==> src/core/ucem_pkg.sv <==
// Constants shared by the endpoint-zero control manager.
package ucem_pkg;

  // Register bus geometry.
  localparam int ADDR_W = 8;
  localparam int DATA_W = 8;

  // Register offsets.
  localparam logic [7:0] USB_STAT_ADDR  = 8'h00;
  localparam logic [7:0] INT_STAT_ADDR  = 8'h04;
  localparam logic [7:0] INT_MASK_ADDR  = 8'h08;
  localparam logic [7:0] OUT_CFG_ADDR   = 8'h0C;
  localparam logic [7:0] OUT_CNT_ADDR   = 8'h10;
  localparam logic [7:0] IN_CFG_ADDR    = 8'h14;
  localparam logic [7:0] IN_CNT_ADDR    = 8'h18;
  localparam logic [3:0] SETUP_BUF_PAGE = 4'h2;
  localparam logic [3:0] OUT_BUF_PAGE   = 4'h3;
  localparam logic [3:0] IN_BUF_PAGE    = 4'h4;

  // Endpoint configuration byte fields.
  localparam int CFG_W     = 5;
  localparam int CFG_EN    = 0;
  localparam int CFG_TOG   = 1;
  localparam int CFG_HOLD  = 2;
  localparam int CFG_STALL = 3;
  localparam int CFG_IE    = 4;
  localparam logic [CFG_W-1:0] CFG_RESET = 5'h00;

  // Interrupt status and mask fields.
  localparam int INT_W     = 3;
  localparam int INT_SETUP = 0;
  localparam int INT_OUT   = 1;
  localparam int INT_IN    = 2;
  localparam logic [INT_W-1:0] INT_RESET = 3'h0;

  // Token codes from the serial engine.
  localparam logic [1:0] TOK_OUT   = 2'h0;
  localparam logic [1:0] TOK_IN    = 2'h1;
  localparam logic [1:0] TOK_SETUP = 2'h2;

  // Handshake codes to the serial engine.
  localparam logic [1:0] HS_ACK   = 2'h0;
  localparam logic [1:0] HS_NAK   = 2'h1;
  localparam logic [1:0] HS_STALL = 2'h2;

  // Endpoint numbering.
  localparam int EP_W = 4;
  localparam logic [EP_W-1:0] EP_CTRL = 4'h0;
  localparam int EXTRA_EP_NUM = 7;

  typedef enum logic [2:0] {
    ST_IDLE,
    ST_RX_SETUP,
    ST_RX_OUT,
    ST_TX_IN,
    ST_WAIT_HS
  } ucem_state_e;

endpackage : ucem_pkg

==> src/core/ucem_ctrl_ep.sv <==
// Endpoint-zero control transfer manager with register port and interrupt.
//
// Added by the designer: the plain strobed port and the register offsets.
`timescale 1ns/1ps

module ucem_ctrl_ep #(
  parameter int BUF_DEPTH = 8
) (
  input  wire logic                          CLK,
  input  wire logic                          RST,
  input  wire logic [ucem_pkg::ADDR_W-1:0]   ADDR,
  input  wire logic [ucem_pkg::DATA_W-1:0]   WDATA,
  input  wire logic                          WR,
  input  wire logic                          RD,
  output logic      [ucem_pkg::DATA_W-1:0]   RDATA,
  output logic                               IRQ,
  input  wire logic                          TOK_VALID,
  input  wire logic [1:0]                    TOK_PID,
  input  wire logic [ucem_pkg::EP_W-1:0]     TOK_EP,
  input  wire logic                          RX_VALID,
  input  wire logic [7:0]                    RX_DATA,
  input  wire logic                          RX_DATA1,
  input  wire logic                          RX_END,
  input  wire logic                          RX_ERR,
  output logic                               HS_VALID,
  output logic      [1:0]                    HS_CODE,
  output logic                               TX_VALID,
  output logic      [7:0]                    TX_DATA,
  output logic                               TX_DATA1,
  output logic                               TX_END,
  input  wire logic                          TX_READY,
  input  wire logic                          HOST_ACK,
  input  wire logic                          HOST_TIMEOUT
);

  localparam int IW = (BUF_DEPTH > 1) ? $clog2(BUF_DEPTH) : 1;
  localparam int CW = $clog2(BUF_DEPTH + 1);
  localparam logic [CW-1:0] DEPTH_C = CW'(BUF_DEPTH);
  localparam logic [CW-1:0] ONE_C   = CW'(1);

  typedef struct packed {
    ucem_pkg::ucem_state_e             st;
    logic [CW-1:0]                     idx;
    logic                              acc;
    logic [1:0]                        code;
    logic                              setup_pend;
    logic [ucem_pkg::CFG_W-1:0]        out_cfg;
    logic [ucem_pkg::CFG_W-1:0]        in_cfg;
    logic [CW-1:0]                     out_cnt;
    logic [CW-1:0]                     in_cnt;
    logic [ucem_pkg::INT_W-1:0]        int_stat;
    logic [ucem_pkg::INT_W-1:0]        int_mask;
    logic [BUF_DEPTH-1:0][7:0]         setup_buf;
    logic [BUF_DEPTH-1:0][7:0]         out_buf;
    logic [BUF_DEPTH-1:0][7:0]         in_buf;
    logic                              hs_valid;
    logic [1:0]                        hs_code;
    logic [7:0]                        rdata;
  } ucem_regs_s;

  ucem_regs_s r_reg;
  ucem_regs_s r_next;

  logic [ucem_pkg::INT_W-1:0] ev;
  logic                       ep0_tok;
  logic [IW-1:0]              bus_idx;
  logic                       bus_idx_ok;

  assign ep0_tok    = TOK_VALID && (TOK_EP == ucem_pkg::EP_CTRL);
  assign bus_idx    = ADDR[IW-1:0];
  assign bus_idx_ok = ({4'h0, ADDR[3:0]} < BUF_DEPTH);

  always_comb begin
    logic [CW-1:0] wcnt;
    wcnt   = '0;
    r_next = r_reg;
    ev     = '0;
    r_next.hs_valid = 1'b0;
    r_next.rdata    = 8'h00;

    // Firmware writes; engine updates below take priority in the same cycle.
    if (WR) begin
      wcnt = (WDATA > 8'(BUF_DEPTH)) ? DEPTH_C : WDATA[CW-1:0];
      if (ADDR == ucem_pkg::INT_MASK_ADDR) begin
        r_next.int_mask = WDATA[ucem_pkg::INT_W-1:0];
      end else if (ADDR == ucem_pkg::OUT_CFG_ADDR) begin
        r_next.out_cfg = WDATA[ucem_pkg::CFG_W-1:0];
      end else if (ADDR == ucem_pkg::OUT_CNT_ADDR) begin
        r_next.out_cnt = wcnt;
      end else if (ADDR == ucem_pkg::IN_CFG_ADDR) begin
        r_next.in_cfg = WDATA[ucem_pkg::CFG_W-1:0];
      end else if (ADDR == ucem_pkg::IN_CNT_ADDR) begin
        r_next.in_cnt = wcnt;
      end else if (ADDR[7:4] == ucem_pkg::IN_BUF_PAGE && bus_idx_ok) begin
        r_next.in_buf[bus_idx] = WDATA;
      end
    end

    // Register reads; a read of the interrupt status clears it.
    if (RD) begin
      if (ADDR == ucem_pkg::USB_STAT_ADDR) begin
        r_next.rdata = {7'h00, r_reg.setup_pend};
      end else if (ADDR == ucem_pkg::INT_STAT_ADDR) begin
        r_next.rdata    = {5'h00, r_reg.int_stat};
        r_next.int_stat = '0;
        if (r_reg.int_stat[ucem_pkg::INT_SETUP]) begin
          r_next.setup_pend = 1'b0;
        end
      end else if (ADDR == ucem_pkg::INT_MASK_ADDR) begin
        r_next.rdata = {5'h00, r_reg.int_mask};
      end else if (ADDR == ucem_pkg::OUT_CFG_ADDR) begin
        r_next.rdata = {3'h0, r_reg.out_cfg};
      end else if (ADDR == ucem_pkg::OUT_CNT_ADDR) begin
        r_next.rdata = 8'(r_reg.out_cnt);
      end else if (ADDR == ucem_pkg::IN_CFG_ADDR) begin
        r_next.rdata = {3'h0, r_reg.in_cfg};
      end else if (ADDR == ucem_pkg::IN_CNT_ADDR) begin
        r_next.rdata = 8'(r_reg.in_cnt);
      end else if (bus_idx_ok) begin
        if (ADDR[7:4] == ucem_pkg::SETUP_BUF_PAGE) begin
          r_next.rdata = r_reg.setup_buf[bus_idx];
        end else if (ADDR[7:4] == ucem_pkg::OUT_BUF_PAGE) begin
          r_next.rdata = r_reg.out_buf[bus_idx];
        end else if (ADDR[7:4] == ucem_pkg::IN_BUF_PAGE) begin
          r_next.rdata = r_reg.in_buf[bus_idx];
        end
      end
    end

    unique case (r_reg.st)
      ucem_pkg::ST_IDLE: begin
        if (ep0_tok) begin
          r_next.idx = '0;
          case (TOK_PID)
            ucem_pkg::TOK_SETUP: begin
              r_next.st = ucem_pkg::ST_RX_SETUP;
            end
            ucem_pkg::TOK_OUT: begin
              r_next.st = ucem_pkg::ST_RX_OUT;
              // Verdict is fixed at token time, sent after the data.
              r_next.acc = !r_reg.setup_pend
                         && !r_reg.out_cfg[ucem_pkg::CFG_STALL]
                         && !r_reg.out_cfg[ucem_pkg::CFG_HOLD]
                         && r_reg.out_cfg[ucem_pkg::CFG_EN];
              if (r_reg.setup_pend) begin
                r_next.code = ucem_pkg::HS_NAK;
              end else if (r_reg.out_cfg[ucem_pkg::CFG_STALL]) begin
                r_next.code = ucem_pkg::HS_STALL;
              end else if (r_reg.out_cfg[ucem_pkg::CFG_HOLD]
                           || !r_reg.out_cfg[ucem_pkg::CFG_EN]) begin
                r_next.code = ucem_pkg::HS_NAK;
              end else begin
                r_next.code = ucem_pkg::HS_ACK;
              end
            end
            ucem_pkg::TOK_IN: begin
              r_next.hs_valid = 1'b1;
              if (r_reg.setup_pend) begin
                r_next.hs_code = ucem_pkg::HS_NAK;
              end else if (r_reg.in_cfg[ucem_pkg::CFG_STALL]) begin
                r_next.hs_code = ucem_pkg::HS_STALL;
              end else if (r_reg.in_cfg[ucem_pkg::CFG_HOLD]
                           || !r_reg.in_cfg[ucem_pkg::CFG_EN]) begin
                r_next.hs_code = ucem_pkg::HS_NAK;
              end else begin
                r_next.hs_valid = 1'b0;
                r_next.st       = ucem_pkg::ST_TX_IN;
              end
            end
            default: begin
              r_next.st = ucem_pkg::ST_IDLE;
            end
          endcase
        end
      end
      ucem_pkg::ST_RX_SETUP: begin
        if (RX_VALID && r_reg.idx != DEPTH_C) begin
          r_next.setup_buf[r_reg.idx[IW-1:0]] = RX_DATA;
          r_next.idx = r_reg.idx + ONE_C;
        end
        if (RX_END) begin
          r_next.st = ucem_pkg::ST_IDLE;
          if (!RX_ERR) begin
            r_next.setup_pend = 1'b1;
            r_next.hs_valid   = 1'b1;
            r_next.hs_code    = ucem_pkg::HS_ACK;
            ev[ucem_pkg::INT_SETUP] = 1'b1;
          end
        end
      end
      ucem_pkg::ST_RX_OUT: begin
        // A repeated packet with the wrong sequence bit is not stored.
        if (RX_VALID && r_reg.acc && r_reg.idx != DEPTH_C
            && RX_DATA1 == r_reg.out_cfg[ucem_pkg::CFG_TOG]) begin
          r_next.out_buf[r_reg.idx[IW-1:0]] = RX_DATA;
          r_next.idx = r_reg.idx + ONE_C;
        end
        if (RX_END) begin
          r_next.st = ucem_pkg::ST_IDLE;
          if (!RX_ERR) begin
            r_next.hs_valid = 1'b1;
            r_next.hs_code  = r_reg.code;
            if (r_reg.acc
                && RX_DATA1 == r_reg.out_cfg[ucem_pkg::CFG_TOG]) begin
              r_next.out_cnt = r_reg.idx;
              r_next.out_cfg[ucem_pkg::CFG_TOG] =
                !r_reg.out_cfg[ucem_pkg::CFG_TOG];
              r_next.out_cfg[ucem_pkg::CFG_HOLD] = 1'b1;
              ev[ucem_pkg::INT_OUT] = r_reg.out_cfg[ucem_pkg::CFG_IE];
            end
          end
        end
      end
      ucem_pkg::ST_TX_IN: begin
        if (r_reg.idx == r_reg.in_cnt) begin
          r_next.st = ucem_pkg::ST_WAIT_HS;
        end else if (TX_READY) begin
          r_next.idx = r_reg.idx + ONE_C;
        end
      end
      ucem_pkg::ST_WAIT_HS: begin
        if (HOST_ACK) begin
          r_next.st = ucem_pkg::ST_IDLE;
          r_next.in_cfg[ucem_pkg::CFG_TOG] =
            !r_reg.in_cfg[ucem_pkg::CFG_TOG];
          r_next.in_cfg[ucem_pkg::CFG_HOLD] = 1'b1;
          ev[ucem_pkg::INT_IN] = r_reg.in_cfg[ucem_pkg::CFG_IE];
        end else if (HOST_TIMEOUT) begin
          r_next.st = ucem_pkg::ST_IDLE;
        end
      end
    endcase

    // A new event wins over a read-clear in the same cycle.
    r_next.int_stat = r_next.int_stat | ev;
  end

  always_ff @(posedge CLK or posedge RST) begin
    if (RST) begin
      r_reg <= '{st: ucem_pkg::ST_IDLE,
                 out_cfg: ucem_pkg::CFG_RESET,
                 in_cfg: ucem_pkg::CFG_RESET,
                 int_stat: ucem_pkg::INT_RESET,
                 int_mask: ucem_pkg::INT_RESET,
                 default: '0};
    end else begin
      r_reg <= r_next;
    end
  end

  // Tokens for endpoints 1 to EXTRA_EP_NUM belong to the other managers.
  assign RDATA    = r_reg.rdata;
  assign IRQ      = |(r_reg.int_stat & r_reg.int_mask);
  assign HS_VALID = r_reg.hs_valid;
  assign HS_CODE  = r_reg.hs_code;
  assign TX_VALID = (r_reg.st == ucem_pkg::ST_TX_IN)
                    && (r_reg.idx != r_reg.in_cnt);
  assign TX_END   = (r_reg.st == ucem_pkg::ST_TX_IN)
                    && (r_reg.idx == r_reg.in_cnt);
  assign TX_DATA  = (r_reg.idx < DEPTH_C) ?
                    r_reg.in_buf[r_reg.idx[IW-1:0]] : 8'h00;
  assign TX_DATA1 = r_reg.in_cfg[ucem_pkg::CFG_TOG];
endmodule : ucem_ctrl_ep

==> config.mk <==
export PLATFORM = sky130hd
export DESIGN_NAME = ucem_ctrl_ep
export DESIGN_NICKNAME = d
export VERILOG_FILES = /design/src/core/ucem_pkg.sv /design/src/core/ucem_ctrl_ep.sv
export SDC_FILE = /design/constraint.sdc
export NUM_CORES = 1
export LEC_CHECK = 0
export BUFFER_PORTS_ARGS = -buffer_cell sky130_fd_sc_hd__buf_2
export CORE_MARGIN = 5
export CORE_UTILIZATION = 30
export DETAILED_ROUTE_END_ITERATION = 10
export GPL_TIMING_DRIVEN = 1
export MAX_ROUTING_LAYER = met4
export PLACE_DENSITY_LB_ADDON = 0.2
export SETUP_SLACK_MARGIN = 0.1
export SYNTH_ARGS = -nofsm -noshare
export SYNTH_HDL_FRONTEND = slang
export SYNTH_SLANG_ARGS = --single-unit
export TNS_END_PERCENT = 5
==> constraint.sdc <==
create_clock -name CLK -period 8.3 [get_ports CLK]
set_input_delay 1.66 -clock CLK [delete_from_list [all_inputs] [get_ports CLK]]
set_output_delay 1.66 -clock CLK [all_outputs]
set_load 0.005 [all_outputs]
# Yosys cells after proc, flatten, opt, wreduce, memory -nomap -nowiden
# Index checks and enable logic that the tools add are counted.
# word_totals
in_bits,42
register_bits,238
output_inout_bits,23
# op_classes
n_addsub,1
mux,100
bitwise,7
reduce_logical,42
n_eq_ne,36
n_lt_le_gt_ge,7
# op_table
operator,count
bitwise mux 64 bit,3
2-to-1 mux 8 bit,19
binary-select mux 8 bit (select 3 bit),4
2-to-1 mux 3 bit,18
2-to-1 mux 4 bit,13
demux 8 bit (select 3 bit),2
2-to-1 mux 16 bit,2
== test 8 x 5 -> 1 bit (second input constant),3
2-to-1 mux 2 bit,11
2-to-1 mux 1 bit,20
!= test 2 bit (second input constant),10
case mux 3 bit (3 select lines),2
== test 8 x 4 -> 1 bit (second input constant),2
case mux 4 bit (4 select lines),1
logical AND 1 bit,14
AND reduction 7 bit,2
2-to-1 mux 13 bit,1
!= test 3 bit (second input constant),4
case mux 3 bit (4 select lines),1
AND reduction 6 bit,2
2-to-1 mux 10 bit,1
2-to-1 mux 5 bit,2
== test 4 x 2 -> 1 bit (second input constant),2
== test 8 x 3 -> 1 bit (second input constant),1
other kinds (33),53

# Longest topological paths before layout
# Gate-level depths: netlist (run 1).
# depth
word_depth,14
depth_mapped,9
mapped_depth_nobuf,7

# Worst setup path before layout (run 1)
# OpenSTA, ideal clock, no wires.
# synth_timing
path_type,input-to-reg
startpoint,input port ADDR[1] in the netlist's numbering
endpoint,register r_reg[222] in the netlist's numbering
path_stages,6
n_path_buf,2
t_required_ns,8.175
setup_time_ns,0.125
arrival_ns,3.280
slack_ns,4.896
cell_sequence,buf_2 or3b_2 nor3_1 and3_1 buf_2 mux2_2
# synth_between
elab_chain_len,3
word_cells_on_any_way,4
# synth_lines
item,line_no,rtl
from (decl),ucem_ctrl_ep.sv:11,"input wire logic [ucem_pkg::ADDR_W-1:0] ADDR,"
== test 8 x 4 -> 1 bit,ucem_ctrl_ep.sv:84,if (ADDR == ucem_pkg::INT_MASK_ADDR) begin
inverter 1 bit (no line),n/a,
AND reduction 3 bit (no line) *,n/a,
to (signal assigned),ucem_ctrl_ep.sv:240,"r_reg <= '{st: ucem_pkg::ST_IDLE,"
to (signal assigned),ucem_ctrl_ep.sv:247,r_reg <= r_next;
to (decl),ucem_ctrl_ep.sv:61,ucem_regs_s r_reg;
# Mark *: on every way between the ends. The rest lies on a longest branch, timed or not.
# A chain may end at the register's enable or synchronous reset.

# Final worst setup path (run 1)
# layout_timing
startpoint,register r_reg[232] in the netlist's numbering
endpoint,output port TX_DATA[1]
# layout_between
elab_chain_len,3
word_cells_on_any_way,4
# layout_lines
item,line_no,rtl
binary-select mux 8 bit (select 3 bit),ucem_ctrl_ep.sv:261,r_reg.in_buf[r_reg.idx[IW-1:0]] : 8'h00;
2-to-1 mux 8 bit (not written as such),ucem_ctrl_ep.sv:261,
2-to-1 mux 8 bit *,ucem_ctrl_ep.sv:260,assign TX_DATA = (r_reg.idx < DEPTH_C) ?
to (decl),ucem_ctrl_ep.sv:28,"output logic [7:0] TX_DATA,"
# Mark *: on every way between the ends. The rest lies on a longest branch, timed or not. The select of a mux whose other input is x is not followed.

==> summary.txt, run 1 <==
STA
  • Min Hold Slack: 464 ps
  • Slew HR: 27.1%
  • Fmax: 222 MHz
  • Tightest Pin Transition: ~1100 ps
  • Fin Setup TNS: 0 ps
  • Final WS setup: 3800 ps
  • Layout Skew: between 10 and 15 ps
  • Unrepaired setup endpoints after global routing: no
  • Final setup viols: 0
  • Max-slew violations: 0
  • Final worst path period need: 4500 ps
  • Endpoints failing hold: 0
  • Final worst-path cycle share: a little over half

Final layout
  • Post-route cell area: 13900 um2
  • Diode count: 0
  • Max reg flops: 226
  • FILL cells: a little over 4k
  • Area grow syn2layout: 13.8%
  • Fin util: 34.3%
  • NumNets Final: 1043
  • Layout cell share with drive strength beyond 1: 39.9%
  • Layout Cells excl Fill: ~1.6k

Floorplan
  • Die Y: 212 um
  • Rows: between 70 and 80
  • Initial Util: 30.2%
  • Core Area: 40600 um2
  • DIE WIDTH: 212 um
  • Die area: 45000 um2
  • IO Count: 65

Routing
  • Antenna Violating Nets Remaining: 0
  • Final WL: roughly 36000 um
  • DRC: 0
  • Mean routed wirelength per cell: 22.9 um
  • Vias/cell: between 5 and 6
  • Total iterations of the first detailed-routing run: 5
  • Initial drt markers: 499
  • DR vias: 8221

Pwr
  • Flop pwr share: 44.5%
  • Power Internal: 2.08 mW
  • Static Leak: 6.47 nW
  • Pwr dens: around 200 nW/um2
  • Total power: ~2.7 mW
  • Max VDD drop: ~0.11 mV
  • Sw Share: 24.5%
  • Clk pwr share: 46.3%
  • Combinational share of power: 9.2%
  • Psw: 673 uW

Synthesis
  • Sequential fraction of the synthesis area: between 40 and 50%
  • Cell taking the most area after synthesis: dfrtp_1
  • Mapped Avg Cell Area: 12.7 um2
  • Cells after synthesis: 964
  • EDFF count, synth: 0
  • Post-synthesis register bit count: 238
  • Syn. warnings: 0
  • Syn Std Cell Area: 12300 um2
  • Library cells used by synthesis: 77
  • Yosys top cell area share: 48.6%
  • Ys async rst share: between 90% and 100%
  • Top cells by area, synth: dfrtp_1 (49%), mux2_2 (20%), mux4_2 (7.7%)
  • Syn nets: 1010
  • Top FF cell, synth: dfrtp_1

GRT
  • Vias in the first global route: approximately 8.5k
  • Total grt overflow: 0
  • First-pass GRT wire length: 55500 um
  • Total GRT Usage: 16.3%
  • Pin count of the biggest net entering global routing: 157
  • Initial antenna violation count: 0

Placement
  • Cell Area, Placed: 13000 um2
  • DP HPWL: 23800 um
  • Post-Place Cells: 1499
  • Number of port buffers: 64
  • Global placer's final weighted congestion: 0.805
  • Pre-CTS setup slack: 3900 ps

Worst setup path
  • Worst R2R Start: r_reg[232]
  • WP data required: 6640 ps
  • Crit-path max FO: 34
  • Critical path arrival: 2840 ps
  • CP startpoint: r_reg[232]
  • Critical setup path kind: flop to primary output
  • Crit end category: primary output
  • Startpoint types: flop

Hold path
  • Min-Delay Path Class: flop to flop
  • Hold_sp: r_reg[230]

Clock tree
  • Clock buffer count from CTS: 28
  • CTS root buffer: clkbuf_16
  • Clock sink count: between 200 and 250
  • Setup Buffers After CTS: 0
  • CTS tree: yes
  • Worst-Skew Late Latency: 540 ps
  • Cts hold-fix bufs: 0
  • CTS max path bufs: 3
  • Htree depth: 1
  • Post_cts resized: 0
  • Clk pin slew, worst setup/hold paths: 60 ps

Run status
  • Status: finished clean

Run
  • Max-capacitance violation count: 0
## synth_stat cells (4+ instances only)
cell	n
o22ai_1	12
o221ai_1	5
o21ai_0	24
buf_1	5
and3_1	4
nand3_1	18
a21oi_1	29
nor3_2	4
nor3_1	12
mux4_2	42
nor2_2	6
a31oi_1	4
inv_1	12
mux2_2	216
buf_6	5
o211ai_1	4
a211oi_1	5
a22o_1	4
a22oi_1	4
nand2_1	57
nand3b_1	5
nor2_1	32
nor4b_1	4
xor2_1	5
buf_4	10
ha_1	4
dfrtp_1	238
and2_1	7
a221oi_1	14
o31ai_1	4
nand2b_1	8
buf_2	13
mux2i_1	28
nor2b_1	11
clkbuf_1	36
## layout by cell type, fill, tap and decap left out, types with 6 or more instances in the layout
master / Yosys / layout
nor2_2: 6 / 6
nor2_1: 32 / 32
nand2b_1: 8 / 8
mux2_2: 216 / 216
clkinv_2: 0 / 6
and2_1: 7 / 7
mux4_2: 42 / 42
nand2_1: 57 / 57
buf_4: 10 / 9
nand3_1: 18 / 18
nor2b_1: 11 / 11
clkbuf_8: 0 / 10
mux2i_1: 28 / 28
a21oi_1: 29 / 29
a221oi_1: 14 / 14
clkbuf_16: 0 / 29
inv_1: 12 / 11
dfrtp_1: 238 / 238
buf_2: 13 / 63
o22ai_1: 12 / 12
nor3_1: 12 / 12
o21ai_0: 24 / 24
## worst max-delay path, stage by stage (launching register included)
cell,delay [ps]
dfrtp_1,360
buf_4,430
clkinv_1,470
a221oi_1,330
nor2_1,90
a221oi_1,380
nor2_1,70
buf_2,150
## per-layer routing
metal	vias to the layer above	part of all wire [%]	GRT usage, %
li1	3690	-	-
met1	4341	47	23.3
met2	162	48	25.8
met3	28	3.6	1.74
met4	0	1.1	2.53
met5	-	0	-
## power groups by stage
stage               sequential [mW]  clock (mW)  combinational (mW)
floorplan                      1.23           0               0.174
global placement               1.24           0               0.256
detailed placement             1.24           0               0.257
CTS                            1.22        1.31               0.258
global route                   1.23        1.36               0.278
finish                         1.22        1.27               0.252
## path summary, 6_finish.rpt
kind                         endpoint  slack (ps)  depth (start not counted)
max                        TX_DATA[1]        3800                          7
min                        r_reg[230]         460                          2
max reg2reg                 r_reg[81]        4790                          8
min reg2reg                r_reg[230]         460                          2
max in group asynchronous   r_reg[95]        5790                          3
min in group asynchronous  r_reg[134]        1190                          2
## cell families (layout without fill, tap and decap cells)
logic type / count (synthesis) / count (layout) / synth area share (%)
AOI/OAI and AO/OA: 138 / 138 / 7.83
xor gates and xnor gates: 6 / 6 / 0.429
adders and majority gates: 4 / 4 / 0.408
buffers and inverters: 85 / 139 / 3.36
DFF: 238 / 238 / 48.6
muxes: 287 / 287 / 29.9
and+or+nand+nor: 206 / 206 / 9.47
## area by class of cell
| type | count | area, um2 | share of cell area [%] |
|---|---|---|---|
| multi-input cells | 641 | 5890 | 42.2 |
| inverters | 15 | 63.8 | 0.457 |
| clock buffers | 43 | 878 | 6.30 |
| repair buffers | 73 | 403 | 2.89 |
| well taps | 532 | 666 | 4.77 |
| clock inverters | 8 | 90.1 | 0.646 |
| flip-flops and latches | 238 | 5960 | 42.7 |
(Power assumes the default switching activity.)
==> inputs of run 2 (changes only) <==
==> constraint.sdc (replaced) <==
create_clock -name CLK -period 4.2 [get_ports CLK]
set_input_delay 0.84 -clock CLK [delete_from_list [all_inputs] [get_ports CLK]]
set_output_delay 0.84 -clock CLK [all_outputs]
set_load 0.005 [all_outputs]
==> run 2 against run 1 <==
  * Hold slack better by 2.1 ps
  * Non-clock buffer count grew 9
  * Die area unchanged
  * Critical path type unchanged
  * Largest cell class unchanged
==> summary.txt, run 2 (same netlist as run 1, synthesis figures left out) <==
Run status
  • Status: finished clean

GRT
  • First-pass GRT wire length: 55600 um (about the same)
  • Total GRT Usage: 16.3% (+0.045 points)
  • Initial antenna violation count: 2 (+2)
  • Vias in the first global route: 8635 (+2.0%)
  • Total grt overflow: 0 (unchanged)
  • Pin count of the biggest net entering global routing: 119 (-24%)

Clock tree
  • Clock buffer count from CTS: 28 (unchanged)
  • Worst-Skew Late Latency: 550 ps (about the same)
  • CTS root buffer: clkbuf_16
  • Post_cts resized: 0 (unchanged)
  • Clock sink count: 238 (unchanged)
  • Setup Buffers After CTS: 0 (unchanged)
  • Cts hold-fix bufs: 0 (unchanged)
  • Htree depth: 1 (unchanged)
  • CTS max path bufs: 3 (unchanged)
  • CTS tree: yes
  • Clk pin slew, worst setup/hold paths: 60 ps (about the same)

Worst setup path
  • Worst Reg2Reg Path Length in Cells: 6 (-2)
  • Critical setup path kind: flop to primary output
  • Crit-path max FO: 21 (-38%)
  • R2r setup slk: 1190 ps (-3600 ps)
  • Worst reg2reg endpoint: r_reg[168]
  • Crit end category: primary output
  • Worst R2R Start: r_reg[233]
  • WP data required: 3360 ps (-3280 ps)
  • Critical path arrival: 2820 ps (-20 ps)
  • Startpoint types: flop

Pwr
  • Max VDD drop: 0.234 mV (+110%)
  • Static Leak: 6.49 nW (+0.33%)
  • Pwr dens: 383 nW/um2 (+94%)

STA
  • Tightest Pin Transition: 1000 ps (-85.8 ps)
  • Final setup viols: 0 (unchanged)
  • Slew HR: 32.1% (+5.1 points)
  • Fmax: 273 MHz
  • Unrepaired setup endpoints after global routing: no
  • Final worst-path cycle share: 87.2%
  • Layout Skew: 15.8 ps (+3.63 ps)
  • Final worst path period need: 3660 ps
  • Endpoints failing hold: 0 (unchanged)
  • Fin Setup TNS: 0 ps (unchanged)
  • Max-slew violations: 0 (unchanged)

Floorplan
  • Die Y: 212 um (unchanged)
  • Rows: 74 (unchanged)
  • DIE WIDTH: 212 um (unchanged)
  • Initial Util: 30.2% (unchanged)
  • Core Area: 40600 um2 (unchanged)
  • IO Count: 65 (unchanged)
  • Die area: 45000 um2 (unchanged)

Final layout
  • NumNets Final: 1052 (+0.86%)
  • Most frequent cells in the layout: dfrtp_1 (238), mux2_2 (216), buf_2 (63)
  • Reg area: 5960 um2 (unchanged)
  • Commonest non-fill, non-tap cell in the layout: dfrtp_1
  • FILL cells: 4019 (-0.15%)
  • Layout cell share with drive strength beyond 1: 39.9% (about the same)
  • Layout Cells excl Fill: 1558 (+0.52%)
  • Max reg flops: 226 (unchanged)
  • Multi-input gate area: 5890 um2 (unchanged)
  • Area grow syn2layout: 14.3%

Routing
  • DRC: 0 (unchanged)
  • Mean routed wirelength per cell: 22.9 um (-0.12%)
  • Total iterations of the first detailed-routing run: 5 (unchanged)
  • DR vias: 8255 (+0.41%)
  • Final WL: 35700 um (+0.40%)
  • Antenna Violating Nets Remaining: 0 (unchanged)
  • Vias/cell: 5.30 (-0.10%)
  • Initial drt markers: 501 (+0.40%)

Placement
  • DP HPWL: 24300 um (+2.2%)
  • Global placer's final weighted congestion: 0.805 (about the same)
  • Post-Place Cells: 1508 (+0.60%)
  • Number of port buffers: 64 (unchanged)

Run
  • Max-capacitance violation count: 0 (unchanged)

Hold path
  • Min-Delay Path Class: input pin to asynchronous set/reset pin
run 2: worst max path at each step:
stage               startpoint    endpoint  slack, ps  depth (start not counted)
finish              r_reg[233]      TX_END        540                          5
global route        r_reg[233]  TX_DATA[4]        420                          5
CTS                 r_reg[233]      TX_END        510                          5
detailed placement     ADDR[0]    RDATA[6]        950                          6
global placement       ADDR[0]    RDATA[6]        880                          6
floorplan                  RST  HS_CODE[0]        240                          1
run 2: final cells by class:
class                   instances  share of cell area (%)
clock inverters                 2                   0.268
well taps                     532                    4.75
clock buffers                  47                    6.37
flip-flops and latches        238                    42.5
repair buffers                 82                    3.62
multi-input cells             641                    42.0
diodes                          1                  0.0179
inverters                      15                   0.428
run 2: critical path, stage by stage, from the launching register on:
cell and delay [ps]:
dfrtp_1 840, buf_4 320, xor2_1 80, nor4_1 600, and4b_1 310, buf_2 120
run 2: report_power, final:
group / switching, mW / total (mW) / internal (mW) / leakage [nW]
registers: 0.0558 / 2.42 / 2.36 / 3.29
logic: 0.307 / 0.503 / 0.196 / 2.75
clock network: 0.957 / 2.45 / 1.49 / 0.453
run 2: per-stage QoR:
stage               hold WS [ps]  area (um2)  util, %  setup WS [ps]  total power, mW
finish                       466       14000     34.5            537             5.37
global route                 511       14000     34.5            419             5.59
CTS                          469       14000     34.5            509             5.45
detailed placement           455       13100     32.2            946             2.97
global placement             459       13100     32.2            876             2.96
floorplan                    436       12300        -            240             2.78
run 2: metal layers:
layer | track usage [%] | vias up | wire (um)
met5 | - | - | 0
met4 | 3.49 | 0 | 586
met3 | 1.92 | 34 | 1380
met2 | 25.5 | 162 | 16700
met1 | 23.1 | 4347 | 16900
li1 | - | 3712 | -
==> inputs of run 3 (changes only) <==
--- a/config.mk
+++ b/config.mk
@@ -5,6 +5,7 @@
 export SDC_FILE = /design/constraint.sdc
 export NUM_CORES = 1
 export LEC_CHECK = 0
+export ABC_AREA = 1
 export BUFFER_PORTS_ARGS = -buffer_cell sky130_fd_sc_hd__buf_2
 export CORE_MARGIN = 5
 export CORE_UTILIZATION = 30
==> run 3 against run 2 <==
  * Clock skew up 7.4 ps
  * Area after synthesis down 4.6%
  * Via count up 24%
  * Sequential cell count unchanged
  * Combinational power up 120%
  * Register-to-register slack better by 410 ps
  * Cell count up 30%
  * Synthesized cell count up 50%
  * Routed wire length up 10%
  * Global-route usage up 2.0 points
==> summary.txt, run 3 <==
Worst setup path
  • Max stage delay on crit path: 540 ps (-300 ps)
  • WP data required: 3360 ps (about the same)
  • Cell Chain, Critical Path: inv_1, nand3_1, clkinv_1, a221oi_1, a41oi_1, buf_2
  • Slowest stage cell, crit path: dfrtp_1
  • Critical setup path kind: flop to primary output
  • Crit-path max FO: 9 (-57%)
  • Startpoint types: flop
  • Crit end category: primary output
  • Critical path arrival: 2620 ps (-200 ps)

Final layout
  • Commonest non-fill, non-tap cell in the layout: nand2_1
  • Max reg flops: 226 (unchanged)
  • Area grow syn2layout: 14.2%
  • Multi-input gate area: 4870 um2 (-17%)
  • FILL cells: 4071 (+1.3%)
  • Post-route cell area: 13400 um2 (-4.7%)
  • Layout Cells excl Fill: 2021 (+30%)
  • Layout cell share with drive strength beyond 1: 11.4% (-29 points)
  • Most frequent cells in the layout: nand2_1 (453), dfrtp_1 (238), o21ai_0 (200)
  • Reg area: 5960 um2 (unchanged)
  • NumNets Final: 1526 (+45%)

Synthesis
  • EDFF count, synth: 0 (unchanged)
  • Simple-gate area share of the yosys netlist: 22.9% (+13 points)
  • Syn. warnings: 0 (unchanged)
  • Yosys top cell area share: 50.9% (+2.4 points)
  • Mapped Avg Cell Area: 8.06 um2 (-37%)
  • Cells after synthesis: 1450 (+50%)
  • Most frequent cell after synthesis: nand2_1
  • Commonest cells post-synth: nand2_1 (453), dfrtp_1 (238), o21ai_0 (200)
  • Post-synthesis register bit count: 238 (unchanged)
  • Ys async rst share: 100% (unchanged)
  • XOR/XNOR Fraction of Synth Area: 0.300% (-0.13 points)
  • Cell taking the most area after synthesis: dfrtp_1
  • Mux share of post-synthesis cell area: 0% (-30 points)
  • Adder-Cell Fraction of Synth Area: 0.428% (+0.020 points)
  • Top cells by area, synth: dfrtp_1 (51%), nand2_1 (15%), o21ai_0 (8.6%)
  • Sequential fraction of the synthesis area: 50.9% (+2.4 points)
  • Largest family of logic cells by synthesized area: simple AND/OR/NAND/NOR gates
  • Syn nets: 1496 (+48%)
  • Complex-gate fraction of the synthesized area: 18.0% (+10 points)
  • Syn Std Cell Area: 11700 um2 (-4.6%)
  • Top FF cell, synth: dfrtp_1
  • Library cells used by synthesis: 44 (-43%)

Routing
  • Initial drt markers: 939 (+87%)
  • Antenna Violating Nets Remaining: 0 (unchanged)
  • DRC: 0 (unchanged)
  • Vias/cell: 5.07 (-4.3%)
  • Total iterations of the first detailed-routing run: 6 (+1)
  • Final WL: 39400 um (+10%)
  • DR vias: 10.2k (+24%)
  • Mean routed wirelength per cell: 19.5 um (-15%)

Pwr
  • Power Internal: 4.60 mW (+14%)
  • Pwr dens: 496 nW/um2 (+30%)
  • Max VDD drop: 0.302 mV (+29%)
  • Static Leak: 5.99 nW (-7.7%)
  • Flop pwr share: 43.8% (-1.2 points)
  • Sw Share: 30.5% (+5.9 points)
  • Combinational share of power: 16.7% (+7.3 points)
  • Clk pwr share: 39.4% (-6.2 points)
  • Psw: 2.02 mW (+53%)
  • Total power: 6.63 mW (+23%)

STA
  • Unrepaired setup endpoints after global routing: no
  • Endpoints failing hold: 0 (unchanged)
  • Max-slew violations: 0 (unchanged)
  • Final worst path period need: 3460 ps (-206 ps)
  • Tightest Pin Transition: 868 ps (-137 ps)
  • Fmax: 289 MHz (+6.0%)
  • Final WS setup: 744 ps (+206 ps)
  • Fin Setup TNS: 0 ps (unchanged)
  • Slew HR: 41.6% (+9.5 points)
  • Final setup viols: 0 (unchanged)
  • Layout Skew: 23.2 ps (+7.41 ps)
  • Final worst-path cycle share: 82.3% (-4.9 points)

Placement
  • DP HPWL: 27000 um (+11%)
  • Number of port buffers: 64 (unchanged)
  • Pre-CTS setup slack: 1190 ps (+245 ps)
  • Cell Area, Placed: 12300 um2 (-5.7%)
  • Post-Place Cells: 1968 (+31%)
  • Global placer's final weighted congestion: 0.894 (+11%)

Run status
  • Status: finished clean

GRT
  • Pin count of the biggest net entering global routing: 111 (-6.7%)
  • Vias in the first global route: 9935 (+15%)
  • Initial antenna violation count: 0 (-2)
  • Total grt overflow: 0 (unchanged)
  • First-pass GRT wire length: 61500 um (+11%)
  • Total GRT Usage: 18.4% (+2.0 points)

Floorplan
  • Rows: 72 (-2.7%)
  • Core Area: 38600 um2 (-4.9%)
  • IO Count: 65 (unchanged)
  • DIE WIDTH: 207 um (-2.2%)
  • Initial Util: 30.3% (+0.091 points)
  • Die Y: 207 um (-2.2%)
  • Die area: 43000 um2 (-4.4%)

Clock tree
  • Clock sink count: 238 (unchanged)
  • Clock buffer count from CTS: 28 (unchanged)
  • Clk pin slew, worst setup/hold paths: 60 ps (about the same)
  • Htree depth: 1 (unchanged)
  • CTS max path bufs: 3 (unchanged)
  • CTS root buffer: clkbuf_16
  • Worst-Skew Late Latency: 570 ps (+20 ps)
  • Post_cts resized: 0 (unchanged)
  • CTS tree: yes
  • Setup Buffers After CTS: 0 (unchanged)
  • Cts hold-fix bufs: 0 (unchanged)

Run
  • Max-capacitance violation count: 0 (unchanged)

Hold path
  • Min-Delay Path Class: input pin to asynchronous set/reset pin
run 3: cell count changes in the layout (fill, tap and decap cells not counted), sizes merged, moves of 11 or more:
cell and change:
nor2b -11, nor2 +33, a41oi +11, inv +90, mux4 -42, o211ai +14, mux2i -28, mux2 -217
o21ai +228, nand3 +65, nand2 +405
run 3: metal layers:
| metal | up-vias | global-route usage [%] | wire length [um] | part of all wire (%) |
|---|---|---|---|---|
| li1 | 4897 | - | - | - |
| met5 | - | - | 0 | 0 |
| met1 | 4952 | 26.8 | 19000 | 48 |
| met2 | 342 | 27.4 | 17400 | 44 |
| met4 | 0 | 3.65 | 712 | 1.8 |
| met3 | 52 | 2.67 | 2270 | 5.8 |
run 3: final timing paths:
path,startpoint,end,slack [ps],depth (start not counted)
setup / recovery,r_reg[231],TX_DATA[5],740,6
hold / removal,RST,r_reg[237],230,2
setup reg to reg,r_reg[231],r_reg[150],1600,7
hold reg to reg,r_reg[83],r_reg[83],480,2
max in group asynchronous,RST,r_reg[19],3040,3
min in group CLK,r_reg[83],r_reg[83],480,2
run 3: through the flow:
stage                     utilization, %  hold slack [ps]
after floorplan                        -              446
after global placement              31.9              466
after detailed placement            31.9              470
after CTS                           34.5              230
after global routing                34.5              240
final                               34.6              226
run 3: final cells by class:
class	instances	area share, %
clock inverter	12	1.44
antenna	1	0.0187
inverter	107	3.05
clock buffer	40	6.11
timing repair buffer	80	3.41
sequential	238	44.6
multi-input combinational	1025	36.5
tap	518	4.85
run 3: logic make-up after synthesis:
family | count (synthesis)
AO/OA/AOI/OAI | 371
adder cells (fa/ha/maj) | 4
XOR/XNOR | 4
buffers and inverters | 187
flip-flops | 238
AND/OR/NAND/NOR | 646
run 3: critical path, delay by kind of cell (launching register included):
family	cells	cell delay (ps)
and+or+nand+nor	1	160
buffers and inverters	3	720
DFF	1	540
AOI/OAI and AO/OA	2	640
run 3: power by group through the flow:
stage | sequential [mW] | clock [mW] | combinational [mW]
finish | 2.90 | 2.61 | 1.11
global route | 2.94 | 2.76 | 1.26
CTS | 2.90 | 2.67 | 1.11
detailed placement | 2.93 | 0 | 1.11
global placement | 2.93 | 0 | 1.09
floorplan | 2.82 | 0 | 0.808
